`src/logic/osac_map.svh`:
```
// Purpose: Constants for the oversampling and averaging control block
// Assumes: 25 MHz mclk, byte addresses on the register port
// Notes: Offsets, field positions, reset values and timing counts
//
// Contract
// - Busy lengthens as the ratio grows
// - Ratio code 000 none, 001-110 x2..x64, 111 invalid
// - Results load on busy falling edge
// - Earlier results readable while busy high
// - Averaging filter applied when oversampling
// - Ratio pins latched at busy fall, used next
// - First sample at start, rest internally timed
// - Averaged result reduced to 16 bits
`ifndef OSAC_MAP_SVH
`define OSAC_MAP_SVH

// Register offsets (byte addresses)
`define OSAC_RESULT_BASE 8'h00
`define OSAC_STATUS_OFS 8'h20
`define OSAC_CTRL_OFS 8'h24

// Field positions
`define OSAC_CTRL_EN_BIT 0
`define OSAC_STAT_BUSY_BIT 0
`define OSAC_STAT_RATIO_LSB 1

// Reset values
`define OSAC_CTRL_RESET 1'b1
`define OSAC_RATIO_RESET 3'h0

// Ratio codes
`define OSAC_RATIO_MAX_CODE 3'h6
`define OSAC_RATIO_INVALID 3'h7

// Internal sampling interval
`define OSAC_CLK_MHZ 25
`define OSAC_T_SAMP_NS 5000
`define OSAC_SAMP_CYC ((`OSAC_T_SAMP_NS * `OSAC_CLK_MHZ + 999) / 1000)

`endif

```
`src/logic/osac_pkg.sv`:
```
// Purpose: Types for the oversampling and averaging control block
// Assumes: Used by osac_top only
// Notes: Sequencer states
package osac_pkg;
   typedef enum logic [1:0] {
      OSAC_IDLE = 2'b00,
      OSAC_WAIT = 2'b01,
      OSAC_GAP = 2'b10
   } osac_state_e;
endpackage

```
`src/logic/osac_top.sv`:
```
// Purpose: Oversampling control, averaging and result registers
// Assumes: samp_data and samp_valid come from the converter core on mclk
// Notes: Start and ratio pins are synchronised before use
`timescale 1ns/10ps
`include "osac_map.svh"

module osac_top #(
   parameter int NCH = 8,
   parameter int DW = 16
) (
   input wire logic mclk,
   input wire logic sys_rst,
   input wire logic conversion_start_a,
   input wire logic conversion_start_b,
   input wire logic [2:0] ratio_select,
   input wire logic [NCH*DW-1:0] samp_data,
   input wire logic samp_valid,
   input wire logic [7:0] reg_addr,
   input wire logic [31:0] reg_wdata,
   input wire logic reg_wr,
   input wire logic reg_rd,
   output logic [31:0] reg_rdata,
   output logic busy,
   output logic samp_req
);
   localparam int AW = DW + 6;
   localparam logic [6:0] SAMP_CYC = 7'(`OSAC_SAMP_CYC);

   ////////////////////////////////////////////////////////////////////
   // Declarations
   logic [2:0] sel_meta_ff, sel_sync_ff;
   logic [1:0] cs_meta_ff, cs_sync_ff;
   logic cs_prev_ff;
   logic ctrl_en_ff;
   logic busy_ff, samp_req_ff;
   logic [2:0] ratio_cur_ff;
   logic [6:0] cnt_ff, gap_ff;
   logic [31:0] rdata_ff;
   osac_pkg::osac_state_e state_ff, nxt_state;
   logic signed [AW-1:0] acc_ff [NCH];
   logic signed [AW-1:0] nxt_acc [NCH];
   logic [DW-1:0] result_ff [NCH];
   logic [2:0] shift_n;
   logic [6:0] ratio_n, nxt_cnt;
   logic start_ok, last_samp, gap_done;
   logic hit_result, hit_status, hit_ctrl;
   logic [2:0] rd_ch;
   logic [31:0] rd_word;

   // Ratio code to shift amount, invalid treated as none
   function automatic logic [2:0] ratio_log2(input logic [2:0] code);
      if (code == `OSAC_RATIO_INVALID) begin
         return 3'h0;
      end
      return code;
   endfunction

   ////////////////////////////////////////////////////////////////////
   // Pin synchronisers
   always_ff @(posedge mclk) begin
      if (sys_rst) begin
         sel_meta_ff <= 3'h0;
         sel_sync_ff <= 3'h0;
         cs_meta_ff <= 2'h0;
         cs_sync_ff <= 2'h0;
         cs_prev_ff <= 1'b0;
      end else begin
         sel_meta_ff <= ratio_select;
         sel_sync_ff <= sel_meta_ff;
         cs_meta_ff <= {conversion_start_b, conversion_start_a};
         cs_sync_ff <= cs_meta_ff;
         cs_prev_ff <= &cs_sync_ff;
      end
   end

   ////////////////////////////////////////////////////////////////////
   // Sequencer decode
   assign shift_n = ratio_log2(ratio_cur_ff);
   assign ratio_n = 7'(1) << shift_n;
   assign start_ok = (&cs_sync_ff) && !cs_prev_ff && ctrl_en_ff
      && state_ff == osac_pkg::OSAC_IDLE;
   assign nxt_cnt = cnt_ff + 7'h01;
   assign last_samp = samp_valid && state_ff == osac_pkg::OSAC_WAIT
      && nxt_cnt == ratio_n;
   assign gap_done = state_ff == osac_pkg::OSAC_GAP && gap_ff == SAMP_CYC - 7'h01;

   // Accumulator next values
   always_comb begin
      for (int i = 0; i < NCH; i++) begin
         nxt_acc[i] = acc_ff[i] + AW'(signed'(samp_data[i*DW +: DW]));
      end
   end

   // Next state
   always_comb begin
      nxt_state = state_ff;
      case (state_ff)
         osac_pkg::OSAC_IDLE: begin
            if (start_ok) begin
               nxt_state = osac_pkg::OSAC_WAIT;
            end
         end
         osac_pkg::OSAC_WAIT: begin
            if (last_samp) begin
               nxt_state = osac_pkg::OSAC_IDLE;
            end else if (samp_valid) begin
               nxt_state = osac_pkg::OSAC_GAP;
            end
         end
         osac_pkg::OSAC_GAP: begin
            if (gap_done) begin
               nxt_state = osac_pkg::OSAC_WAIT;
            end
         end
         default: begin
            nxt_state = osac_pkg::OSAC_IDLE;
         end
      endcase
   end

   ////////////////////////////////////////////////////////////////////
   // Sequencer, busy and sampling strobe
   always_ff @(posedge mclk) begin
      if (sys_rst) begin
         state_ff <= osac_pkg::OSAC_IDLE;
         busy_ff <= 1'b0;
         samp_req_ff <= 1'b0;
         cnt_ff <= 7'h00;
         gap_ff <= 7'h00;
         ratio_cur_ff <= `OSAC_RATIO_RESET;
      end else begin
         state_ff <= nxt_state;
         samp_req_ff <= start_ok || gap_done;
         gap_ff <= (state_ff == osac_pkg::OSAC_GAP) ? gap_ff + 7'h01 : 7'h00;
         if (start_ok) begin
            busy_ff <= 1'b1;
            cnt_ff <= 7'h00;
         end else if (last_samp) begin
            busy_ff <= 1'b0;
            cnt_ff <= nxt_cnt;
            ratio_cur_ff <= sel_sync_ff;
         end else if (samp_valid && state_ff == osac_pkg::OSAC_WAIT) begin
            cnt_ff <= nxt_cnt;
         end
      end
   end

   // Accumulators and output data registers
   always_ff @(posedge mclk) begin
      for (int i = 0; i < NCH; i++) begin
         if (sys_rst || start_ok) begin
            acc_ff[i] <= '0;
         end else if (samp_valid && state_ff == osac_pkg::OSAC_WAIT) begin
            acc_ff[i] <= nxt_acc[i];
         end
         if (sys_rst) begin
            result_ff[i] <= '0;
         end else if (last_samp) begin
            result_ff[i] <= DW'(nxt_acc[i] >>> shift_n);
         end
      end
   end

   ////////////////////////////////////////////////////////////////////
   // Register port decode
   assign hit_result = reg_addr < `OSAC_STATUS_OFS && reg_addr[1:0] == 2'h0
      && reg_addr[7:2] < 6'(NCH);
   assign hit_status = reg_addr == `OSAC_STATUS_OFS;
   assign hit_ctrl = reg_addr == `OSAC_CTRL_OFS;
   assign rd_ch = reg_addr[4:2];
   assign rd_word = hit_result ? {{(32-DW){1'b0}}, result_ff[rd_ch]}
      : hit_status ? {28'h0, ratio_cur_ff, busy_ff}
      : hit_ctrl ? {31'h0, ctrl_en_ff}
      : 32'h0;

   // Control write and read data
   always_ff @(posedge mclk) begin
      if (sys_rst) begin
         ctrl_en_ff <= `OSAC_CTRL_RESET;
         rdata_ff <= 32'h0;
      end else begin
         if (reg_wr && hit_ctrl) begin
            ctrl_en_ff <= reg_wdata[`OSAC_CTRL_EN_BIT];
         end
         rdata_ff <= reg_rd ? rd_word : 32'h0;
      end
   end

   assign reg_rdata = rdata_ff;
   assign busy = busy_ff;
   assign samp_req = samp_req_ff;

   ////////////////////////////////////////////////////////////////////
   // Assertions
   a_busy_at_start: assert property (@(posedge mclk) disable iff (sys_rst)
      start_ok |=> busy_ff && samp_req_ff)
      else $error("busy or first sample missing after start");
   a_next_sample_gap: assert property (@(posedge mclk) disable iff (sys_rst)
      samp_valid && state_ff == osac_pkg::OSAC_WAIT && !last_samp
      |=> !samp_req_ff ##125 samp_req_ff)
      else $error("internal sample strobe mistimed");
   a_sample_count: assert property (@(posedge mclk) disable iff (sys_rst)
      $fell(busy_ff) |-> cnt_ff == (7'(1) << ratio_log2($past(ratio_cur_ff))))
      else $error("sample count does not match ratio");
   a_result_on_fall: assert property (@(posedge mclk) disable iff (sys_rst)
      !$fell(busy_ff) |-> $stable(result_ff[0]))
      else $error("result changed outside busy fall");
   a_result_held_busy: assert property (@(posedge mclk) disable iff (sys_rst)
      busy_ff && $past(busy_ff) |-> $stable(result_ff[NCH-1]))
      else $error("result changed while busy");
   a_ratio_on_fall: assert property (@(posedge mclk) disable iff (sys_rst)
      !$fell(busy_ff) |-> $stable(ratio_cur_ff))
      else $error("ratio changed outside busy fall");
   a_ratio_decode: assert property (@(posedge mclk) disable iff (sys_rst)
      (ratio_cur_ff == `OSAC_RATIO_INVALID |-> ratio_n == 7'h01)
      and (ratio_cur_ff == `OSAC_RATIO_MAX_CODE |-> ratio_n == 7'h40))
      else $error("ratio code decoded wrongly");
   a_no_os_passthru: assert property (@(posedge mclk) disable iff (sys_rst)
      last_samp && shift_n == 3'h0 |=> result_ff[0] == $past(samp_data[DW-1:0]))
      else $error("single sample result not passed through");
   c_plain_conv: cover property (@(posedge mclk) disable iff (sys_rst)
      $fell(busy_ff) && cnt_ff == 7'h01);
   c_os8_conv: cover property (@(posedge mclk) disable iff (sys_rst)
      $fell(busy_ff) && cnt_ff == 7'h08);
   c_read_busy: cover property (@(posedge mclk) disable iff (sys_rst)
      busy_ff && reg_rd && hit_result);
endmodule // osac_top

```
`config.mk`:
```
export PLATFORM = sky130hd
export DESIGN_NAME = osac_top
export DESIGN_NICKNAME = d
export VERILOG_FILES = /design/src/logic/osac_pkg.sv /design/src/logic/osac_top.sv
export VERILOG_INCLUDE_DIRS = /design/src /design/src/logic
export SDC_FILE = /design/constraint.sdc
export NUM_CORES = 1
export LEC_CHECK = 0
export BUFFER_PORTS_ARGS = -buffer_cell sky130_fd_sc_hd__buf_4
export CAP_MARGIN = 5
export CORE_ASPECT_RATIO = 1.25
export CORE_UTILIZATION = 25
export CTS_CLUSTER_DIAMETER = 150
export DETAILED_ROUTE_END_ITERATION = 8
export PLACE_DENSITY_LB_ADDON = 0.05
export RECOVER_POWER = 50
export SYNTH_ARGS = -nofsm -noshare
export SYNTH_HDL_FRONTEND = slang
export SYNTH_SLANG_ARGS = --single-unit
```
`constraint.sdc`:
```
create_clock -name mclk -period 10 [get_ports mclk]
set_clock_uncertainty 0.05 [all_clocks]
set_input_delay 1 -clock mclk [delete_from_list [all_inputs] [get_ports mclk]]
set_output_delay 1 -clock mclk [all_outputs]
set_load 0.03 [all_outputs]
```
# Word-level counts from Yosys, hierarchy flattened
# Memories as Yosys holds them, arrays and structs flattened.
# Cells that the tools add are included.
[op_classes]
add_sub_neg = 10
n_mul = 0
n_div = 0
n_lt_le_gt_ge = 2
n_eq_ne = 10
shifts = 9
muxes = 41
n_bitwise = 19
n_reduce_logical = 23
[ops]
columns = ["cell", "n"]
rows = [
  ["$add A22 B16 Y22", 8],
  ["$mux W22", 8],
  ["$sshr A22 B3 Y16", 8],
  ["$mux W16", 9],
  ["$eq A8 B6 Y1 const B", 2],
  ["$or A1 B1 Y1", 16],
  ["$add A7 B1 Y7 const B", 2],
  ["$mux W1", 14],
  ["$mux W7", 2],
  ["$logic_and A1 B1 Y1", 9],
  ["$lt A8 B6 Y1 const B", 1],
  ["$mux W2", 4],
  ["$eq A7 B7 Y1", 1],
  ["$eq A7 B7 Y1 const B", 1],
  ["$shl A1 B3 Y7 const A", 1],
  ["$lt A6 B4 Y1 const B", 1],
  ["$mux W3", 2],
  ["$pmux W2 S3", 1],
  ["$reduce_or A2 Y1", 3],
  ["$logic_not A2 Y1", 2],
  ["$mux W4", 1],
  ["$ne A2 B2 Y1 const B", 2],
  ["$reduce_and A2 Y1", 2],
  ["$reduce_bool A2 Y1", 2],
  ["9 further kinds", 12],
]
[totals]
regBits = 65
latchBits = 0
ram_bits = 304
mem_bits_ro = 0
in_bits = 178
output_inout_bits = 34
word_cells = 130
mem_count = 2
[mem_list]
columns = ["name", "words", "word_bits", "read_ports", "rd_clocked_by_memory_dff", "wr", "line", "source"]
rows = [
  ["acc_ff", 8, 22, 8, 0, 8, "osac_top.sv:40", "logic signed [AW-1:0] acc_ff [NCH];"],
  ["result_ff", 8, 16, 1, 0, 8, "osac_top.sv:42", "logic [DW-1:0] result_ff [NCH];"],
]

# Depth between registers and ports, before layout
[logic_depth]
ltp_word = 10
depth_mapped = 13
ltp_nobuf = 12

# Worst setup path after synthesis
# Ideal clock, no wire load.
[synth_path]
path_type = "input-to-reg"
startpoint = "in sys_rst"
endpoint = "mem acc_ff[0][0] in the netlist's numbering, enable pin"
setup_ns = 0.567
t_arrival_ns = 5.875
path_slack_ns = 3.508
stages = 4
path_buffers = 2
cell_sequence = "clkbuf_1 > nand2b_1 > clkbuf_1 > nand2b_1"
[synth_lines]
columns = ["item", "line", "source"]
rows = [
  ["start, declared", "osac_top.sv:12", "input wire logic sys_rst,"],
  ["end, declared", "osac_top.sv:40", ""],
]

==> results by group <==
Yosys
  • Commonest cells post-synth: 427 x nor2_1, 304 x edfxtp_1, 264 x a21oi_1, 240 x nand2_1, 194 x o21ai_0
  • Avg Inst Size Synth: 8.97 sq um
  • Ys async rst share: 0
  • Sequential share of the synthesized area: 0.364
  • EDFF count, synth: 304
  • Largest family of logic cells by synthesized area: compound AO/OA/AOI/OAI gates
  • XOR/XNOR Fraction of Synth Area: 0.0507
  • Post-synth top area cell: edfxtp_1
  • Syn Std Cell Area: roughly 28000 sq um
  • Dominant cells by area after synthesis: edfxtp_1 33%, ha_1 7.7%, nor2_1 5.8%
  • Synth Area in Simple Gates: 0.173
  • Post-synthesis mux area share: 0.0619
  • Syn. warnings: 0
  • Post-synth top flop: edfxtp_1
  • Post-synthesis register bit count: 353
  • Adder-cell share of the synthesized area: 0.0827
  • Synth Instances: 3101
  • Compound-Gate Fraction of Synth Area: 0.228
  • Synth top area share: 0.328
  • Most common cell in the netlist: nor2_1
  • Yosys cell types: 96

Layout
  • Finished Core Util: 0.291
  • Share of layout cells above drive strength 1: 0.116
  • Register area: 10100 sq um
  • Finished Cell Area: about 32000 sq um
  • FILL cells: 11700
  • Nets: between 3000 and 4000
  • Area added between synthesis and finish: 15.3%
  • Finished Layout Cells: ~4700
  • Multi-input gate area: 16700 sq um

Worst setup path
  • Reg2reg setup slack: roughly 4.2 ns
  • Critical path class: primary input to flop
  • Slowest stage delay, CP: 2.18 ns
  • WP data required: just over 10 ns
  • Arr. time, crit path: 6.33 ns
  • Startpoint type of the worst setup path: primary input
  • CP max FO: 48
  • Crit path cell chain: clkbuf_1 -> nand2b_1 -> nand2b_1 -> clkbuf_1
  • CP Capture Type: flop
  • Worst path slowest cell: clkbuf_1

Job
  • Max-cap violations: 8

Pwr
  • Leak pwr: 12.4 nW
  • Worst vdd ir: 0.118 mV
  • Tot Pwr: between 4 and 5 mW
  • Power density over cell area: 146 nW/um^2

Die
  • Full die area: 113000 sq um
  • Die width: 300 um
  • IO Pins: 212
  • Die H: 375 um
  • Row count: 136
  • Initial Utilization: 0.253
  • Core Footprint: 110000 sq um

STA
  • Fin. max-slew vios: 336
  • Setup ws final: approximately 3.8 ns
  • Tmin final: roughly 6.2 ns
  • Max Clk Rate: ~160 MHz
  • Final setup fails: 0
  • Final hold violations: 0
  • Worst slew pin tran: 3.34 ns
  • Sum Neg Setup Slack: 0 ns
  • Worst slew margin: -1.23
  • Tcrit/Tclk final: 0.621
  • Hold WS: roughly 0.38 ns
  • Unrepaired setup endpoints after global routing: no

Placed design
  • DP Wirelength: 83300 um
  • Placed Cells: 4575
  • Pre-CTS WS: 4.52 ns
  • DP Area: 30500 sq um
  • # port buffers: 164
  • Final GP Congestion: approximately 0.90

Routing
  • ANT nets after route: 0
  • Vias post-DR: 24800
  • DRT iter0 DRCs: 1612
  • Remaining DRCs: 0
  • Wire length per cell: 24.4 um
  • Vias per Instance: 5.31
  • Final WL: around 110000 um
  • DR pass1 iterations: 5

Status
  • Status: finished with violations
  • Failing checks: max-capacitance violations, max-slew violations

GRT
  • Total GRT Usage: 0.197
  • Number of global-route vias before repair: 24800
  • GRT overflow: 0
  • First-pass GRT wire length: ~170000 um
  • Pin count of the biggest net entering global routing: 76
  • Initial antenna violation count: 2

CTS
  • Worst skew pair latency: between 0.6 and 0.7 ns
  • Hold buffers post-CTS: 0
  • Clock Path Buffers: 3
  • CTS clk-pin slew, worst paths: 0.06 ns
  • Resize count post-CTS: 0
  • Sinks on the clock net: 353
  • Htree depth: 2
  • Root Driver: clkbuf_16
  • Postcts setup bufs: 0
  • CTS Buf Count: between 40 and 50
  • CTS tree: yes

Hold path
  • Hold/Removal Path Class: flop to flop
-- worst max-delay path, delay by kind of cell --
kind	cells	cell delay, ns
AND/OR/NAND/NOR	2	2.20
buffers and inverters	2	3.01
-- layout by cell type, fill, tap and decap left out, types with 16 or more instances in the layout --
| cell type | Yosys | layout |
|---|---|---|
| nor2_1 | 427 | 426 |
| edfxtp_1 | 304 | 304 |
| a21oi_1 | 264 | 263 |
| nand2_1 | 240 | 239 |
| o21ai_0 | 194 | 194 |
| buf_4 | 18 | 183 |
| ha_1 | 171 | 171 |
| xnor2_1 | 86 | 86 |
| a211oi_1 | 80 | 80 |
| xor2_1 | 75 | 75 |
| inv_1 | 73 | 73 |
| nand3_1 | 67 | 67 |
| a21o_1 | 61 | 61 |
| nor3_1 | 60 | 60 |
| mux2i_1 | 55 | 55 |
| o211ai_1 | 51 | 51 |
| clkbuf_16 | 0 | 49 |
| dfxtp_1 | 49 | 46 |
| and2_1 | 76 | 41 |
| o22ai_1 | 41 | 41 |
| mux4_2 | 41 | 41 |
| and2_0 | 1 | 36 |
| a31oi_1 | 32 | 32 |
| nor2b_1 | 31 | 30 |
| clkbuf_1 | 136 | 28 |
| nand2b_1 | 27 | 26 |
| and3_1 | 25 | 25 |
| o21a_1 | 25 | 25 |
| or3_1 | 23 | 23 |
| a211o_1 | 20 | 20 |
| mux2_2 | 22 | 19 |
| o21bai_1 | 17 | 17 |
| a221oi_1 | 16 | 16 |
| conb_1 | 1 | 16 |
-- layout make-up --
class | instances | area share
Antenna cell | 2 | 0.000156
Clock buffer | 51 | 0.0385
Inverter | 75 | 0.00878
Tap cell | 1449 | 0.0565
Clock inverter | 39 | 0.0145
Sequential cell | 353 | 0.315
Timing Repair Buffer | 209 | 0.0459
Multi-Input combinational cell | 2489 | 0.520
-- metal layers --
metal,vias to the layer above,global-route usage,wire (um)
met5,-,0,19
li1,11700,-,-
met2,625,0.344,56200
met1,12200,0.254,49800
met4,2,0.0562,3080
met3,148,0.0231,4660
-- state kept, by name (all words and copies together), names as in the netlist --
| name | count |
|---|---|
| sel_sync_ff | 3 |
| busy | 1 |
| cnt_ff | 7 |
| ctrl_en_ff | 1 |
| result_ff | 128 |
| reg_rdata | 16 |
| cs_sync_ff | 2 |
| samp_req | 1 |
| state_ff | 2 |
| gap_ff | 7 |
| sel_meta_ff | 3 |
| acc_ff | 176 |
| cs_prev_ff | 1 |
| ratio_cur_ff | 3 |
| cs_meta_ff | 2 |
-- where the power goes --
part	switching [mW]	internal [mW]	leakage (nW)	total, mW
Sequential	0.0297	1.65	3.54	1.68
Clock	0.775	1.15	0.828	1.93
Combinational	0.692	0.387	8.07	1.08
Total	1.50	3.19	12.4	4.68
-- cells by family after synthesis --
kind of cell	count (synthesis)
adders and majority gates	179
and+or+nand+nor	1049
buffers and inverters	274
DFF	353
other	1
AOI/OAI and AO/OA	966
muxes	118
xor gates and xnor gates	161
-- path summary, 6_finish.rpt --
check	from	end	depth (start not counted)
hold reg to reg	cs_sync_ff[1]$_SDFF_PP0_	cs_prev_ff$_SDFF_PP0_	2
setup / recovery	sys_rst	acc_ff[0][25]$_SDFFCE_PN0P_	4
setup reg to reg	ctrl_en_ff$_SDFFE_PP1P_	acc_ff[0][25]$_SDFFCE_PN0P_	5
hold / removal	cs_sync_ff[1]$_SDFF_PP0_	cs_prev_ff$_SDFF_PP0_	2
No activity file was read; power rests on OpenSTA's default activity.
